**config.mk**
```make
export PLATFORM = sky130hd
export DESIGN_NAME = dtid_input_decoder
export DESIGN_NICKNAME = d
export VERILOG_FILES = /design/src/shared/dtid_pkg.sv /design/src/hw/dtid_debounce.sv /design/src/hw/dtid_updown.sv /design/src/hw/dtid_input_decoder.sv
export SDC_FILE = /design/constraint.sdc
export NUM_CORES = 1
export LEC_CHECK = 0
export BUFFER_PORTS_ARGS = -buffer_cell sky130_fd_sc_hd__buf_2
export CORE_ASPECT_RATIO = 1.1
export CORE_MARGIN = 3
export CORE_UTILIZATION = 55
export DETAILED_ROUTE_END_ITERATION = 7
export GPL_ROUTABILITY_DRIVEN = 0
export PLACE_DENSITY = 0.88
export SETUP_SLACK_MARGIN = 0.15
export SLEW_MARGIN = 5
export SYNTH_ARGS = -nofsm -noshare
export SYNTH_HDL_FRONTEND = slang
export SYNTH_SLANG_ARGS = --single-unit
export TNS_END_PERCENT = 50
```
**constraint.sdc**
```tcl
create_clock -name i_clk -period 3.9 [get_ports i_clk]
set_input_delay 0.585 -clock i_clk [delete_from_list [all_inputs] [get_ports i_clk]]
set_output_delay 0.585 -clock i_clk [all_outputs]
set_load 0.1 [all_outputs]
```
**src/shared/dtid_pkg.sv**
```systemverilog
package dtid_pkg;

  // ****************************************
  // Clock and timing
  // ****************************************
  localparam int unsigned CLK_MHZ          = 250;
  localparam int unsigned DEBOUNCE_US      = 10;
  localparam int unsigned DEBOUNCE_CYCLES  = DEBOUNCE_US * CLK_MHZ;
  localparam int unsigned DEB_CNT_W        = 12;
  localparam int unsigned RAMP_TICK_US     = 1000;
  localparam int unsigned RAMP_TICK_CYCLES = RAMP_TICK_US * CLK_MHZ;

  // ****************************************
  // Widths
  // ****************************************
  localparam int unsigned NUM_TERM = 5;
  localparam int unsigned SEL_W    = 5;
  localparam int unsigned RATE_W   = 14;
  localparam int unsigned FREQ_W   = 16;
  localparam int unsigned SP_W     = 27;

  // Setpoint is kept in units of 0.00001 Hz so that a rate in 0.01 Hz/s adds exactly once per ms.
  localparam logic [SP_W-1:0] SP_RESET = 27'h0000000;
  localparam logic [SP_W-1:0] SP_MAX   = 27'h3938700;

  // ****************************************
  // Terminal function codes
  // ****************************************
  localparam logic [SEL_W-1:0] FN_NONE     = 5'h00;
  localparam logic [SEL_W-1:0] FN_RUN_FWD  = 5'h01;
  localparam logic [SEL_W-1:0] FN_RUN_REV  = 5'h02;
  localparam logic [SEL_W-1:0] FN_RESET    = 5'h03;
  localparam logic [SEL_W-1:0] FN_JOG_FWD  = 5'h04;
  localparam logic [SEL_W-1:0] FN_JOG_REV  = 5'h05;
  localparam logic [SEL_W-1:0] FN_PRESET0  = 5'h06;
  localparam logic [SEL_W-1:0] FN_ACC0     = 5'h0A;
  localparam logic [SEL_W-1:0] FN_ACC1     = 5'h0B;
  localparam logic [SEL_W-1:0] FN_FLT_NO   = 5'h0C;
  localparam logic [SEL_W-1:0] FN_FLT_NC   = 5'h0D;
  localparam logic [SEL_W-1:0] FN_UP       = 5'h0E;
  localparam logic [SEL_W-1:0] FN_DOWN     = 5'h0F;
  localparam logic [SEL_W-1:0] FN_COAST    = 5'h10;
  localparam logic [SEL_W-1:0] FN_3WIRE    = 5'h11;
  localparam logic [SEL_W-1:0] FN_REF_SW   = 5'h12;
  localparam logic [SEL_W-1:0] FN_TRAVERSE = 5'h14;
  localparam logic [SEL_W-1:0] FN_DC_BRAKE = 5'h15;
  localparam logic [SEL_W-1:0] FN_ESTOP    = 5'h1E;
  localparam logic [SEL_W-1:0] FN_MAX      = 5'h1E;

  // ****************************************
  // Wiring schemes, reference modes, channels
  // ****************************************
  localparam logic [1:0] WIRE_2A = 2'h0;
  localparam logic [1:0] WIRE_2B = 2'h1;
  localparam logic [1:0] WIRE_3A = 2'h2;
  localparam logic [1:0] WIRE_3B = 2'h3;

  localparam logic [2:0] REFM_POT     = 3'h4;
  localparam logic [2:0] REFM_POT_ADD = 3'h5;
  localparam logic [2:0] REFM_POT_SUB = 3'h6;

  localparam logic [1:0] CH_MAIN    = 2'h0;
  localparam logic [1:0] CH_POT     = 2'h1;
  localparam logic [1:0] CH_POT_ADD = 2'h2;
  localparam logic [1:0] CH_POT_SUB = 2'h3;

  localparam logic [1:0] ACC_SET1 = 2'h0;

  typedef enum logic [1:0] {
    RUN_STOP,
    RUN_FWD,
    RUN_REV
  } dtid_run_e;

endpackage : dtid_pkg

```
**src/hw/dtid_debounce.sv**
```systemverilog
`timescale 1ns/10ps
module dtid_debounce (
  input  wire logic i_clk,
  input  wire logic i_reset_n,
  input  wire logic i_pin,
  output logic      o_sync,
  output logic      o_level
);
  import dtid_pkg::*;

  logic                 meta;
  logic [DEB_CNT_W-1:0] cnt;
  wire                  differs = (o_sync != o_level);

  // Two flip-flops bring the pin into the clock domain; only the second one is read.
  always_ff @(posedge i_clk or negedge i_reset_n) begin
    if (!i_reset_n) begin
      meta   <= 1'b0;
      o_sync <= 1'b0;
    end else begin
      meta   <= i_pin;
      o_sync <= meta;
    end
  end

  // The level changes only after the synced pin stood still for the whole window, so contact bounce never reaches o_level or
  // the functions decoded from it; the price is a fixed latency of one window on every change.
  always_ff @(posedge i_clk or negedge i_reset_n) begin
    if (!i_reset_n) begin
      cnt     <= '0;
      o_level <= 1'b0;
    end else if (!differs) begin
      cnt <= '0;
    end else if (cnt == DEB_CNT_W'(DEBOUNCE_CYCLES - 1)) begin
      cnt     <= '0;
      o_level <= o_sync;
    end else begin
      cnt <= cnt + 1'b1;
    end
  end

endmodule : dtid_debounce

```
**src/hw/dtid_updown.sv**
```systemverilog
`timescale 1ns/10ps
module dtid_updown #(
  parameter int unsigned TICK_CYCLES = dtid_pkg::RAMP_TICK_CYCLES
) (
  input  wire logic                      i_clk,
  input  wire logic                      i_reset_n,
  input  wire logic                      i_up,
  input  wire logic                      i_down,
  input  wire logic [dtid_pkg::RATE_W-1:0] i_rate,
  input  wire logic                      i_load,
  input  wire logic [dtid_pkg::SP_W-1:0]   i_load_value,
  output logic      [dtid_pkg::SP_W-1:0]   o_setpoint
);
  import dtid_pkg::*;

  logic [31:0]   tick_cnt;
  wire           tick      = (tick_cnt == TICK_CYCLES - 1);
  wire           ramp_up   = i_up & ~i_down;
  wire           ramp_down = i_down & ~i_up;
  wire [SP_W:0]  sum       = {1'b0, o_setpoint} + {{(SP_W + 1 - RATE_W){1'b0}}, i_rate};
  wire [SP_W-1:0] rate_ext = {{(SP_W - RATE_W){1'b0}}, i_rate};
  wire [SP_W-1:0] next_up  = (sum > {1'b0, SP_MAX}) ? SP_MAX : sum[SP_W-1:0];
  wire [SP_W-1:0] next_dn  = (o_setpoint > rate_ext) ? (o_setpoint - rate_ext) : SP_RESET;

  // Millisecond tick for the ramp.
  always_ff @(posedge i_clk or negedge i_reset_n) begin
    if (!i_reset_n) begin
      tick_cnt <= '0;
    end else begin
      tick_cnt <= tick ? '0 : tick_cnt + 32'h00000001;
    end
  end

  // Exactly one of up or down ramps; neither or both hold the value. A load from the core wins.
  always_ff @(posedge i_clk or negedge i_reset_n) begin
    if (!i_reset_n) begin
      o_setpoint <= SP_RESET;
    end else if (i_load) begin
      o_setpoint <= (i_load_value > SP_MAX) ? SP_MAX : i_load_value;
    end else if (tick && ramp_up) begin
      o_setpoint <= next_up;
    end else if (tick && ramp_down) begin
      o_setpoint <= next_dn;
    end
  end

endmodule : dtid_updown

```
**src/hw/dtid_input_decoder.sv**
```systemverilog
// What this block does
// - Scheme 0: exactly one of fwd/rev runs.
// - Scheme 1: fwd enables run, rev sets direction.
// - Three-wire: stop opens to stop, runs on edges.
// - Three-wire without terminal 3-5 assignment faults.
// - Five selectors, codes 0-30, zero repeatable.
// - Terminal five code 0 means pulse input.
// - Terminal mode: codes 1-2 run, 4-5 jog.
// - Code 3 rising edge clears pending fault.
// - Codes 6-9 pick one of fifteen presets.
// - Codes 10-11 pick ramp set, default one.
// - Codes 12/13 raise external fault, not stopping.
// - Up/down ramp setpoint; neither or both hold.
// - Code 16 active cuts output, motor coasts.
// - Code 18 switches reference channel in modes 4-6.
// - Code 20 enables manual-start traverse.
// - Code 21 brakes while active once decel stop falls below start frequency.
// - Code 30 active gives emergency coast stop.
`timescale 1ns/10ps
module dtid_input_decoder #(
  parameter int unsigned RAMP_TICK = dtid_pkg::RAMP_TICK_CYCLES
) (
  input  wire logic                          i_clk,
  input  wire logic                          i_reset_n,
  input  wire logic [dtid_pkg::NUM_TERM-1:0] i_programmable_inputs,
  input  wire logic [1:0]                    i_wiring_scheme_select,
  input  wire logic [dtid_pkg::SEL_W-1:0]    i_func_sel_1,
  input  wire logic [dtid_pkg::SEL_W-1:0]    i_func_sel_2,
  input  wire logic [dtid_pkg::SEL_W-1:0]    i_func_sel_3,
  input  wire logic [dtid_pkg::SEL_W-1:0]    i_func_sel_4,
  input  wire logic [dtid_pkg::SEL_W-1:0]    i_func_sel_5,
  input  wire logic                          i_command_source_select,
  input  wire logic [2:0]                    i_reference_mode_select,
  input  wire logic                          i_simple_program_mode,
  input  wire logic                          i_traverse_manual_start,
  input  wire logic                          i_decel_to_stop,
  input  wire logic                          i_normal_stop,
  input  wire logic [dtid_pkg::FREQ_W-1:0]   i_running_freq,
  input  wire logic [dtid_pkg::FREQ_W-1:0]   i_dc_brake_start_freq,
  input  wire logic                          i_panel_reset,
  input  wire logic [dtid_pkg::RATE_W-1:0]   i_updown_ramp_rate,
  input  wire logic                          i_setpoint_load,
  input  wire logic [dtid_pkg::SP_W-1:0]     i_setpoint_value,
  output logic                               o_run_forward,
  output logic                               o_run_reverse,
  output logic                               o_jog_forward_function,
  output logic                               o_jog_backward_function,
  output logic                               o_fault_reset,
  output logic [3:0]                         o_preset_select,
  output logic [1:0]                         o_accel_set,
  output logic                               o_accel_set_valid,
  output logic                               o_external_fault_code,
  output logic                               o_setting_fault_code,
  output logic                               o_coast_stop_function,
  output logic                               o_emergency_stop,
  output logic [1:0]                         o_ref_channel,
  output logic                               o_traverse_enable,
  output logic                               o_dc_brake,
  output logic                               o_dc_brake_time_ignored,
  output logic                               o_pulse_input_enable,
  output logic                               o_pulse_input,
  output logic [dtid_pkg::SP_W-1:0]          o_freq_setpoint
);
  import dtid_pkg::*;

  // ****************************************
  // Decoding helpers
  // ****************************************

  // True when any terminal carries the code and is on.
  function automatic logic any_on(input logic [NUM_TERM-1:0] lv, input logic [NUM_TERM*SEL_W-1:0] sels,
                                  input logic [SEL_W-1:0] code);
    logic hit;
    hit = 1'b0;
    for (int i = 0; i < NUM_TERM; i++) begin
      if (sels[i*SEL_W +: SEL_W] == code && lv[i]) begin
        hit = 1'b1;
      end
    end
    return hit;
  endfunction : any_on

  // ****************************************
  // Input conditioning
  // ****************************************
  logic [NUM_TERM-1:0]       term_sync;
  logic [NUM_TERM-1:0]       term_level;
  logic [NUM_TERM-1:0]       term_prev;
  wire  [NUM_TERM-1:0]       term_rise = term_level & ~term_prev;
  wire  [NUM_TERM-1:0]       all_ones  = '1;
  wire  [NUM_TERM*SEL_W-1:0] sel_bus   = {i_func_sel_5, i_func_sel_4, i_func_sel_3, i_func_sel_2, i_func_sel_1};

  genvar g;
  generate
    for (g = 0; g < NUM_TERM; g++) begin : g_term
      dtid_debounce u_deb (
        .i_clk     (i_clk),
        .i_reset_n (i_reset_n),
        .i_pin     (i_programmable_inputs[g]),
        .o_sync    (term_sync[g]),
        .o_level   (term_level[g])
      );
    end
  endgenerate

  // Previous debounced level for edge detection.
  always_ff @(posedge i_clk or negedge i_reset_n) begin
    if (!i_reset_n) begin
      term_prev <= '0;
    end else begin
      term_prev <= term_level;
    end
  end

  // ****************************************
  // Function decode
  // ****************************************
  wire three_wire    = (i_wiring_scheme_select == WIRE_3A) || (i_wiring_scheme_select == WIRE_3B);
  wire term_mode     = i_command_source_select;
  wire fwd_on        = any_on(term_level, sel_bus, FN_RUN_FWD);
  wire rev_on        = any_on(term_level, sel_bus, FN_RUN_REV);
  wire fwd_rise      = any_on(term_rise, sel_bus, FN_RUN_FWD);
  wire rev_rise      = any_on(term_rise, sel_bus, FN_RUN_REV);
  wire coast_on      = any_on(term_level, sel_bus, FN_COAST);
  wire estop_on      = any_on(term_level, sel_bus, FN_ESTOP);
  // A normally closed stop contact that is open reads low, so it stops the motor.
  wire stop_closed   = any_on(term_level, sel_bus, FN_3WIRE);
  wire three_wire_ok = any_on(5'h1C, sel_bus, FN_3WIRE);
  wire sel_too_big   = (i_func_sel_1 > FN_MAX) || (i_func_sel_2 > FN_MAX) || (i_func_sel_3 > FN_MAX) ||
                       (i_func_sel_4 > FN_MAX) || (i_func_sel_5 > FN_MAX);
  wire acc0_used     = any_on(all_ones, sel_bus, FN_ACC0);
  wire acc1_used     = any_on(all_ones, sel_bus, FN_ACC1);
  wire nc_used       = any_on(all_ones, sel_bus, FN_FLT_NC);
  wire nc_ok         = any_on(term_level, sel_bus, FN_FLT_NC);
  wire brake_on      = any_on(term_level, sel_bus, FN_DC_BRAKE);
  wire ref_mode_sw   = (i_reference_mode_select == REFM_POT) || (i_reference_mode_select == REFM_POT_ADD) ||
                       (i_reference_mode_select == REFM_POT_SUB);
  wire [3:0] preset_code;

  generate
    for (g = 0; g < 4; g++) begin : g_preset
      assign preset_code[g] = any_on(term_level, sel_bus, SEL_W'(FN_PRESET0 + g));
    end
  endgenerate

  wire fault_seen = ~i_normal_stop & (any_on(term_level, sel_bus, FN_FLT_NO) | (nc_used & ~nc_ok));

  wire reset_rise = any_on(term_rise, sel_bus, FN_RESET);

  wire [1:0] next_ref_channel = (!ref_mode_sw || !any_on(term_level, sel_bus, FN_REF_SW)) ? CH_MAIN :
                                (i_reference_mode_select == REFM_POT)     ? CH_POT :
                                (i_reference_mode_select == REFM_POT_ADD) ? CH_POT_ADD : CH_POT_SUB;

  wire next_acc_valid = acc0_used | acc1_used | ~i_simple_program_mode;
  wire [1:0] next_acc = (acc0_used | acc1_used) ?
                        {any_on(term_level, sel_bus, FN_ACC1), any_on(term_level, sel_bus, FN_ACC0)} : ACC_SET1;

  wire brake_window = i_decel_to_stop & (i_running_freq < i_dc_brake_start_freq);

  // ****************************************
  // Run command decode
  // ****************************************
  dtid_run_e run_state;
  dtid_run_e next_run_state;
  logic      next_two_fwd;
  logic      next_two_rev;

  always_comb begin
    next_two_fwd = 1'b0;
    next_two_rev = 1'b0;
    unique case (i_wiring_scheme_select)
      WIRE_2A: begin
        next_two_fwd = fwd_on & ~rev_on;
        next_two_rev = rev_on & ~fwd_on;
      end
      WIRE_2B: begin
        next_two_fwd = fwd_on & ~rev_on;
        next_two_rev = fwd_on & rev_on;
      end
      WIRE_3A, WIRE_3B: begin
        next_two_fwd = 1'b0;
        next_two_rev = 1'b0;
      end
    endcase
  end

  // three-wire latch
  // Start edges are caught on debounced levels, so one press gives one start even with a bouncing button.
  always_comb begin
    next_run_state = run_state;
    if (!three_wire || !stop_closed || coast_on || estop_on || !term_mode) begin
      next_run_state = RUN_STOP;
    end else if (i_wiring_scheme_select == WIRE_3A) begin
      if (fwd_rise) begin
        next_run_state = RUN_FWD;
      end else if (rev_rise) begin
        next_run_state = RUN_REV;
      end
    end else begin
      // Here the run terminal starts and the reverse terminal is a held direction switch.
      if (fwd_rise || run_state != RUN_STOP) begin
        next_run_state = rev_on ? RUN_REV : RUN_FWD;
      end
    end
  end

  always_ff @(posedge i_clk or negedge i_reset_n) begin
    if (!i_reset_n) begin
      run_state <= RUN_STOP;
    end else begin
      run_state <= next_run_state;
    end
  end

  wire halt       = coast_on | estop_on;
  wire next_fwd   = ~halt & term_mode & (three_wire ? (next_run_state == RUN_FWD) : next_two_fwd);
  wire next_rev   = ~halt & term_mode & (three_wire ? (next_run_state == RUN_REV) : next_two_rev);

  // ****************************************
  // Registered outputs
  // ****************************************

  always_ff @(posedge i_clk or negedge i_reset_n) begin
    if (!i_reset_n) begin
      o_run_forward           <= 1'b0;
      o_run_reverse           <= 1'b0;
      o_jog_forward_function  <= 1'b0;
      o_jog_backward_function <= 1'b0;
    end else begin
      o_run_forward           <= next_fwd;
      o_run_reverse           <= next_rev;
      o_jog_forward_function  <= ~halt & term_mode & any_on(term_level, sel_bus, FN_JOG_FWD);
      o_jog_backward_function <= ~halt & term_mode & any_on(term_level, sel_bus, FN_JOG_REV);
    end
  end

  // sticky external fault
  // A new fault in the same cycle as a reset stays set, so no event is lost.
  always_ff @(posedge i_clk or negedge i_reset_n) begin
    if (!i_reset_n) begin
      o_external_fault_code <= 1'b0;
      o_fault_reset         <= 1'b0;
    end else begin
      o_fault_reset <= reset_rise;
      if (fault_seen) begin
        o_external_fault_code <= 1'b1;
      end else if (reset_rise || i_panel_reset) begin
        o_external_fault_code <= 1'b0;
      end
    end
  end

  // setting fault
  // The check is continuous, so the fault clears as soon as the configuration becomes legal.
  always_ff @(posedge i_clk or negedge i_reset_n) begin
    if (!i_reset_n) begin
      o_setting_fault_code <= 1'b0;
    end else begin
      o_setting_fault_code <= (three_wire & ~three_wire_ok) | sel_too_big;
    end
  end

  always_ff @(posedge i_clk or negedge i_reset_n) begin
    if (!i_reset_n) begin
      o_coast_stop_function <= 1'b0;
      o_emergency_stop      <= 1'b0;
    end else begin
      o_coast_stop_function <= coast_on;
      o_emergency_stop      <= estop_on;
    end
  end

  always_ff @(posedge i_clk or negedge i_reset_n) begin
    if (!i_reset_n) begin
      o_preset_select   <= 4'h0;
      o_accel_set       <= ACC_SET1;
      o_accel_set_valid <= 1'b1;
      o_ref_channel     <= CH_MAIN;
      o_traverse_enable <= 1'b0;
    end else begin
      o_preset_select   <= preset_code;
      o_accel_set       <= next_acc;
      o_accel_set_valid <= next_acc_valid;
      o_ref_channel     <= next_ref_channel;
      o_traverse_enable <= i_traverse_manual_start & any_on(term_level, sel_bus, FN_TRAVERSE);
    end
  end

  // terminal held braking
  // Once engaged the brake follows only the terminal, since a fixed braking time no longer applies.
  always_ff @(posedge i_clk or negedge i_reset_n) begin
    if (!i_reset_n) begin
      o_dc_brake              <= 1'b0;
      o_dc_brake_time_ignored <= 1'b0;
    end else begin
      o_dc_brake_time_ignored <= any_on(all_ones, sel_bus, FN_DC_BRAKE);
      if (!brake_on) begin
        o_dc_brake <= 1'b0;
      end else if (brake_window) begin
        o_dc_brake <= 1'b1;
      end
    end
  end

  // pulse input on terminal five
  // The pulse path skips the debouncer, which would swallow a fast frequency input.
  always_ff @(posedge i_clk or negedge i_reset_n) begin
    if (!i_reset_n) begin
      o_pulse_input_enable <= 1'b0;
      o_pulse_input        <= 1'b0;
    end else begin
      o_pulse_input_enable <= (i_func_sel_5 == FN_NONE);
      o_pulse_input        <= (i_func_sel_5 == FN_NONE) & term_sync[NUM_TERM-1];
    end
  end

  // ****************************************
  // Setpoint ramp
  // ****************************************

  dtid_updown #(
    .TICK_CYCLES (RAMP_TICK)
  ) u_updown (
    .i_clk        (i_clk),
    .i_reset_n    (i_reset_n),
    .i_up         (any_on(term_level, sel_bus, FN_UP)),
    .i_down       (any_on(term_level, sel_bus, FN_DOWN)),
    .i_rate       (i_updown_ramp_rate),
    .i_load       (i_setpoint_load),
    .i_load_value (i_setpoint_value),
    .o_setpoint   (o_freq_setpoint)
  );

endmodule : dtid_input_decoder

```
==> Yosys cells after proc, flatten, opt, wreduce, memory -nomap -nowiden <==
Cells that the tools add are included.
{ "classes": {"add_sub_neg": 8, "magnitude_cmp": 9, "n_eq_ne": 125, "n_mux": 173, "n_bitwise": 32, "n_reduce_logical": 148} }
{ "op_table": {"columns": ["operator", "count"], "rows": [
  ["equality test 5 x 4 -> 1 bit (second input constant)", 40],
  ["two-way mux 27 bit", 6],
  ["equality test 5 bit (second input constant)", 30],
  ["two-way mux 1 bit", 145],
  ["two-way mux 12 bit", 10],
  ["logical AND 1 bit", 117],
  ["equality test 5 x 3 -> 1 bit (second input constant)", 20],
  ["adder 12 x 1 -> 12 bit (second input constant)", 5],
  ["equality test 12 bit (second input constant)", 5],
  ["equality test 5 x 2 -> 1 bit (second input constant)", 10],
  ["adder 32 x 1 -> 32 bit (second input constant)", 1],
  ["equality test 32 x 18 -> 1 bit (second input constant)", 1],
  ["two-way mux 32 bit", 1],
  ["adder 27 x 14 -> 28 bit", 1],
  ["greater-than comparator 28 x 26 -> 1 bit (second input constant)", 1],
  ["greater-than comparator 27 x 14 -> 1 bit", 1],
  ["greater-than comparator 27 x 26 -> 1 bit (second input constant)", 1],
  ["subtractor 27 x 14 -> 27 bit", 1],
  ["equality test 5 x 1 -> 1 bit (second input constant)", 5],
  ["greater-than comparator 5 bit (second input constant)", 5],
  ["two-way mux 2 bit", 9],
  ["bitwise AND 1 bit", 16],
  ["< comparator 16 bit", 1],
  ["logical OR 1 bit", 14],
  ["other kinds (18)", 49]
]} }
{ "totals": {"regBits": 164, "out_inout_bits": 50, "word_cells": 537} }

==> Longest topological paths before layout <==
{ "depth": {"word_depth": 16, "ltp_mapped": 16, "mapped_depth_nobuf": 15} }

==> By module <==
A second synthesis with hierarchy kept.
{ "hier_totals": {"cells_unflattened": 1419, "area_unflattened_um2": 12241.7} }
{ "modules_own_cells": {"columns": ["mod", "n_inst", "cells_each", "area_per_inst_um2"], "rows": [
  ["dtid_updown", 1, 733, 5835.6],
  ["dtid_debounce", 5, 66, 718.2],
  ["dtid_input_decoder", 1, 356, 2815.2]
]} }

==> Worst setup path after synthesis <==
OpenSTA, ideal clock, no wires.
{ "synth_timing": {"path_type": "reg-to-reg", "from": "register u_updown.o_setpoint[0] (netlist bit)", "to": "register u_updown.o_setpoint[19] (netlist bit)", "arrival_time_ns": 3.977, "t_required_ns": 3.799, "path_slack_ns": -0.178, "path_stages_with_launch": 15, "n_path_buf": 0, "path_cell_list": "dfrtp_1 > ha_1 > inv_1 > fa_1 > o21bai_2 > o2111ai_2 > a211oi_2 > nor2_4 > xnor2_1 > or4_4 > o21a_1 > o21ai_4 > and2_4 > a41oi_1 > o32ai_1"} }
{ "synth_via": {"elab_chain_cells": 5} }
{ "synth_rtl": {"columns": ["element", "line_no", "text"], "rows": [
  ["start, declared", "dtid_updown.sv:12", "output logic [dtid_pkg::SP_W-1:0] o_setpoint"],
  ["start signal, assigned", "dtid_updown.sv:39", "o_setpoint <= (i_load_value > SP_MAX) ? SP_MAX : i_load_value;"],
  ["start signal, assigned", "dtid_updown.sv:41", "o_setpoint <= next_up;"],
  ["start signal, assigned", "dtid_updown.sv:43", "o_setpoint <= next_dn;"],
  ["adder 27 x 14 -> 28 bit, or another cell as far along", "dtid_updown.sv:20", "wire [SP_W:0] sum = {1'b0, o_setpoint} + {{(SP_W + 1 - RATE_W){1'b0}}, i_rate};"],
  ["greater-than comparator 28 x 26 -> 1 bit / two-way mux 27 bit (equally long branches)", "dtid_updown.sv:22, dtid_updown.sv:23", null],
  ["two-way mux 27 bit (on tied branches)", "dtid_updown.sv:22, dtid_updown.sv:42", null],
  ["two-way mux 27 bit *", "dtid_updown.sv:40", "end else if (tick && ramp_up) begin"],
  ["two-way mux 27 bit *", "dtid_updown.sv:38", "end else if (i_load) begin"]
]} }
Every way passes the cells marked *; elsewhere a longest branch is shown, timed or not. The select of a mux whose other input is x is not followed.
A chain may end at the register's enable or synchronous reset.

==> Worst setup path after layout <==
{ "layout_timing": {"from": "register u_updown.o_setpoint[0] (netlist bit)", "to": "register u_updown.o_setpoint[6] (netlist bit)"} }
The elaborated chain is that of the path after synthesis.

==> results.cfg <==
[run]
maxCapViolations = 0

[yosys]
yosysWarnings = 0
synth_area_um2 = 11400
synth_edf_count = 0
yosysSeqAreaShare = 0.359
ys_ff_latch = 164
synth_cells = 1337
synth_cell_type_count = 95
syn_nets = 1505
synthFlopType = dfrtp_1
ys_async_sr_fraction = 1.00
synth_area_per_cell_um2 = 8.55

[drt]
dr.pass1.iters = 7
routedWlPerCell_um = 19.4
vias = 11621
antenna_left = 0
finalWirelength_mm = 34.9
drc = 0
drt_iter0_markers = 1196
viasPerCell = 6.47

[timing]
layout_setup_ws_ns = 0.0304
drv_slew = 0
finalSetupViolations = 0
min_period_ns = 3.87
max_slew.worst_pin.slew_ns = 0.782
fin_skew_ns = 0.0124
post-route-period-util = 0.992
hold_viol_final = 0
rsz0062_at_grt = yes
slew_headroom = 0.465
fmax_mhz = 258

[setup_path]
startpoint = u_updown.o_setpoint[0]
worstPathArrival_ns = 4.18
worst_setup_path_start_kind = flip-flop
end_kind = flip-flop
r2r-start = u_updown.o_setpoint[0]
crit_type = reg -> reg
path_max_fanout = 7
r2r.worst_path.cells = 15
crit_required_ns = 4.22

[global_routing]
grt_pass1_vias = 11401
grt_max_degree = 84
grt_antenna_before_repair = 5
grt.total_usage = 0.303
grt_first_pass_wirelength_mm = 55.5
overflow = 0

[floorplan]
die_w_um = 143
coreArea_um2 = 20100
initial_utilization = 0.567
ios = 167
die_y_um = 157
die_area_um2 = 22500
rows = 54

[clock_tree]
clk_pin_slew_ns = 0.07
root_buffer = clkbuf_16
clk_latency_ns = 0.43
clkSinkCount = 164
ctsHoldBuffers = 0
cts_tree = built
cts_buffers = 17
h-tree-depth = 4
clk_path_buf_depth = 2

[finish]
nets = 1698
num-fill-cells = 1544
final_core_util = 0.674
layout.cells.most_common_list = buf_2 (165), nor2_1 (161), dfrtp_1 (149)
area.growth.synth_to_final_pct = 18.8
layout_commonest_cell = buf_2
drive_above_1_share = 0.220
design_area_um2 = 13600

[placement]
numPortBuffers = 166
dp_slack_ns = -0.133
place_area_um2 = 12800
place_hpwl_mm = 25.8

[pwr]
ir_drop_v = 0.000336
p_per_area_nw_per_um2 = 356
p_leak_nw = 6.08

[min_path]
min_path_type = in -> async

[status]
outcome = completed
==> stage by stage <==
step           hold WS (ns)  instances  power [mW]  setup TNS (ns)
6_report              0.194       1795        4.83               0
5_1_grt               0.248       1794        5.00          -0.111
4_1_cts               0.232       1789        4.77               0
3_5_place_dp          0.342       1755        2.99          -0.207
3_3_place_gp          0.334       1755        2.96               0
2_1_floorplan         0.289       1337        2.63               0
==> registers in the layout (all words and copies together), names as in the netlist, 2 cells and up <==
register              cells
u_updown.o_setpoint      27
g_term.u_deb.meta         5
g_term.u_deb.o_sync       5
u_updown.tick_cnt        32
term_prev                 5
o_preset_select           4
o_ref_channel             2
g_term.u_deb.o_level      5
o_accel_set               2
g_term.u_deb.cnt         60
run_state                 2
==> power breakdown <==
| part | internal [mW] | switching, mW | leakage, nW |
|---|---|---|---|
| Clock | 1.05 | 0.722 | 0.304 |
| Combinational | 0.416 | 0.822 | 3.61 |
| Sequential | 1.75 | 0.0631 | 2.16 |
==> cells by family (layout without fill, tap and decap cells) <==
group / count (synthesis) / after routing / share of synthesized area
other: 0 / 1 / 0
adders and majority gates: 51 / 51 / 0.0572
and+or+nand+nor: 600 / 600 / 0.266
DFF: 164 / 164 / 0.359
muxes: 6 / 6 / 0.00580
xor gates and xnor gates: 112 / 112 / 0.0859
AOI/OAI and AO/OA: 283 / 283 / 0.181
buffers and inverters: 121 / 326 / 0.0449
==> area by class of cell <==
cell class / count / area [um^2] / share of cell area
antenna: 1 / 2.50 / 0.000184
clock buffer: 19 / 453 / 0.0334
clock inverter: 12 / 169 / 0.0124
inverter: 70 / 265 / 0.0195
multi-input combinational: 1052 / 6920 / 0.510
sequential: 164 / 4130 / 0.304
tap: 252 / 315 / 0.0232
timing repair buffer: 225 / 1330 / 0.0976
==> per-layer routing <==
metal,global-route usage,wire (um),up-vias
li1,-,-,5217
met1,0.365,12900,5369
met2,0.492,16200,787
met3,0.0684,3340,238
met4,0.189,2410,10
met5,0,56,-
==> worst paths after layout <==
| kind | endpoint | slack, ns |
|---|---|---|
| max in group asynchronous | g_term[2].u_deb.cnt[7] | 2.80 |
| min in group i_clk | g_term[0].u_deb.meta | 0.26 |
| setup / recovery | u_updown.o_setpoint[6] | 0.03 |
| hold reg to reg | g_term[1].u_deb.o_sync | 0.35 |
| setup reg to reg | u_updown.o_setpoint[6] | 0.03 |
| hold / removal | g_term[4].u_deb.cnt[10] | 0.19 |
==> synth_stat cells, drive strengths merged (28+ instances only) <==
master,instances,share of area
nor2,165,0.056
dfrtp,163,0.36
nand2,102,0.034
nand3,85,0.037
inv,69,0.023
a21oi,60,0.029
xor2,57,0.044
xnor2,55,0.042
ha,49,0.054
nor3,47,0.022
o21ai,40,0.019
nand4,37,0.020
clkbuf,32,0.011
nor2b,28,0.016
==> critical path, stage by stage (launching register included) <==
cell      delay [ns]
dfrtp_4         0.45
ha_4            0.14
inv_2           0.04
fa_2            0.40
o21bai_4        0.22
buf_4           0.14
a21oi_1         0.07
xnor2_1         0.21
nand4_1         0.14
or4_4           0.45
o311a_1         0.32
o21a_1          0.23
o21ai_4         0.25
nand2_2         0.15
o221a_1         0.26
o31ai_1         0.29
==> what timing repair did <==
item,4_1_cts,5_1_grt
buffers inserted,3,5
pin swaps,2,18
resized for setup,1,21
hold endpoints to repair,0,0
endpoints found under the setup margin,2,25
Power figures use the tool's default switching activity.
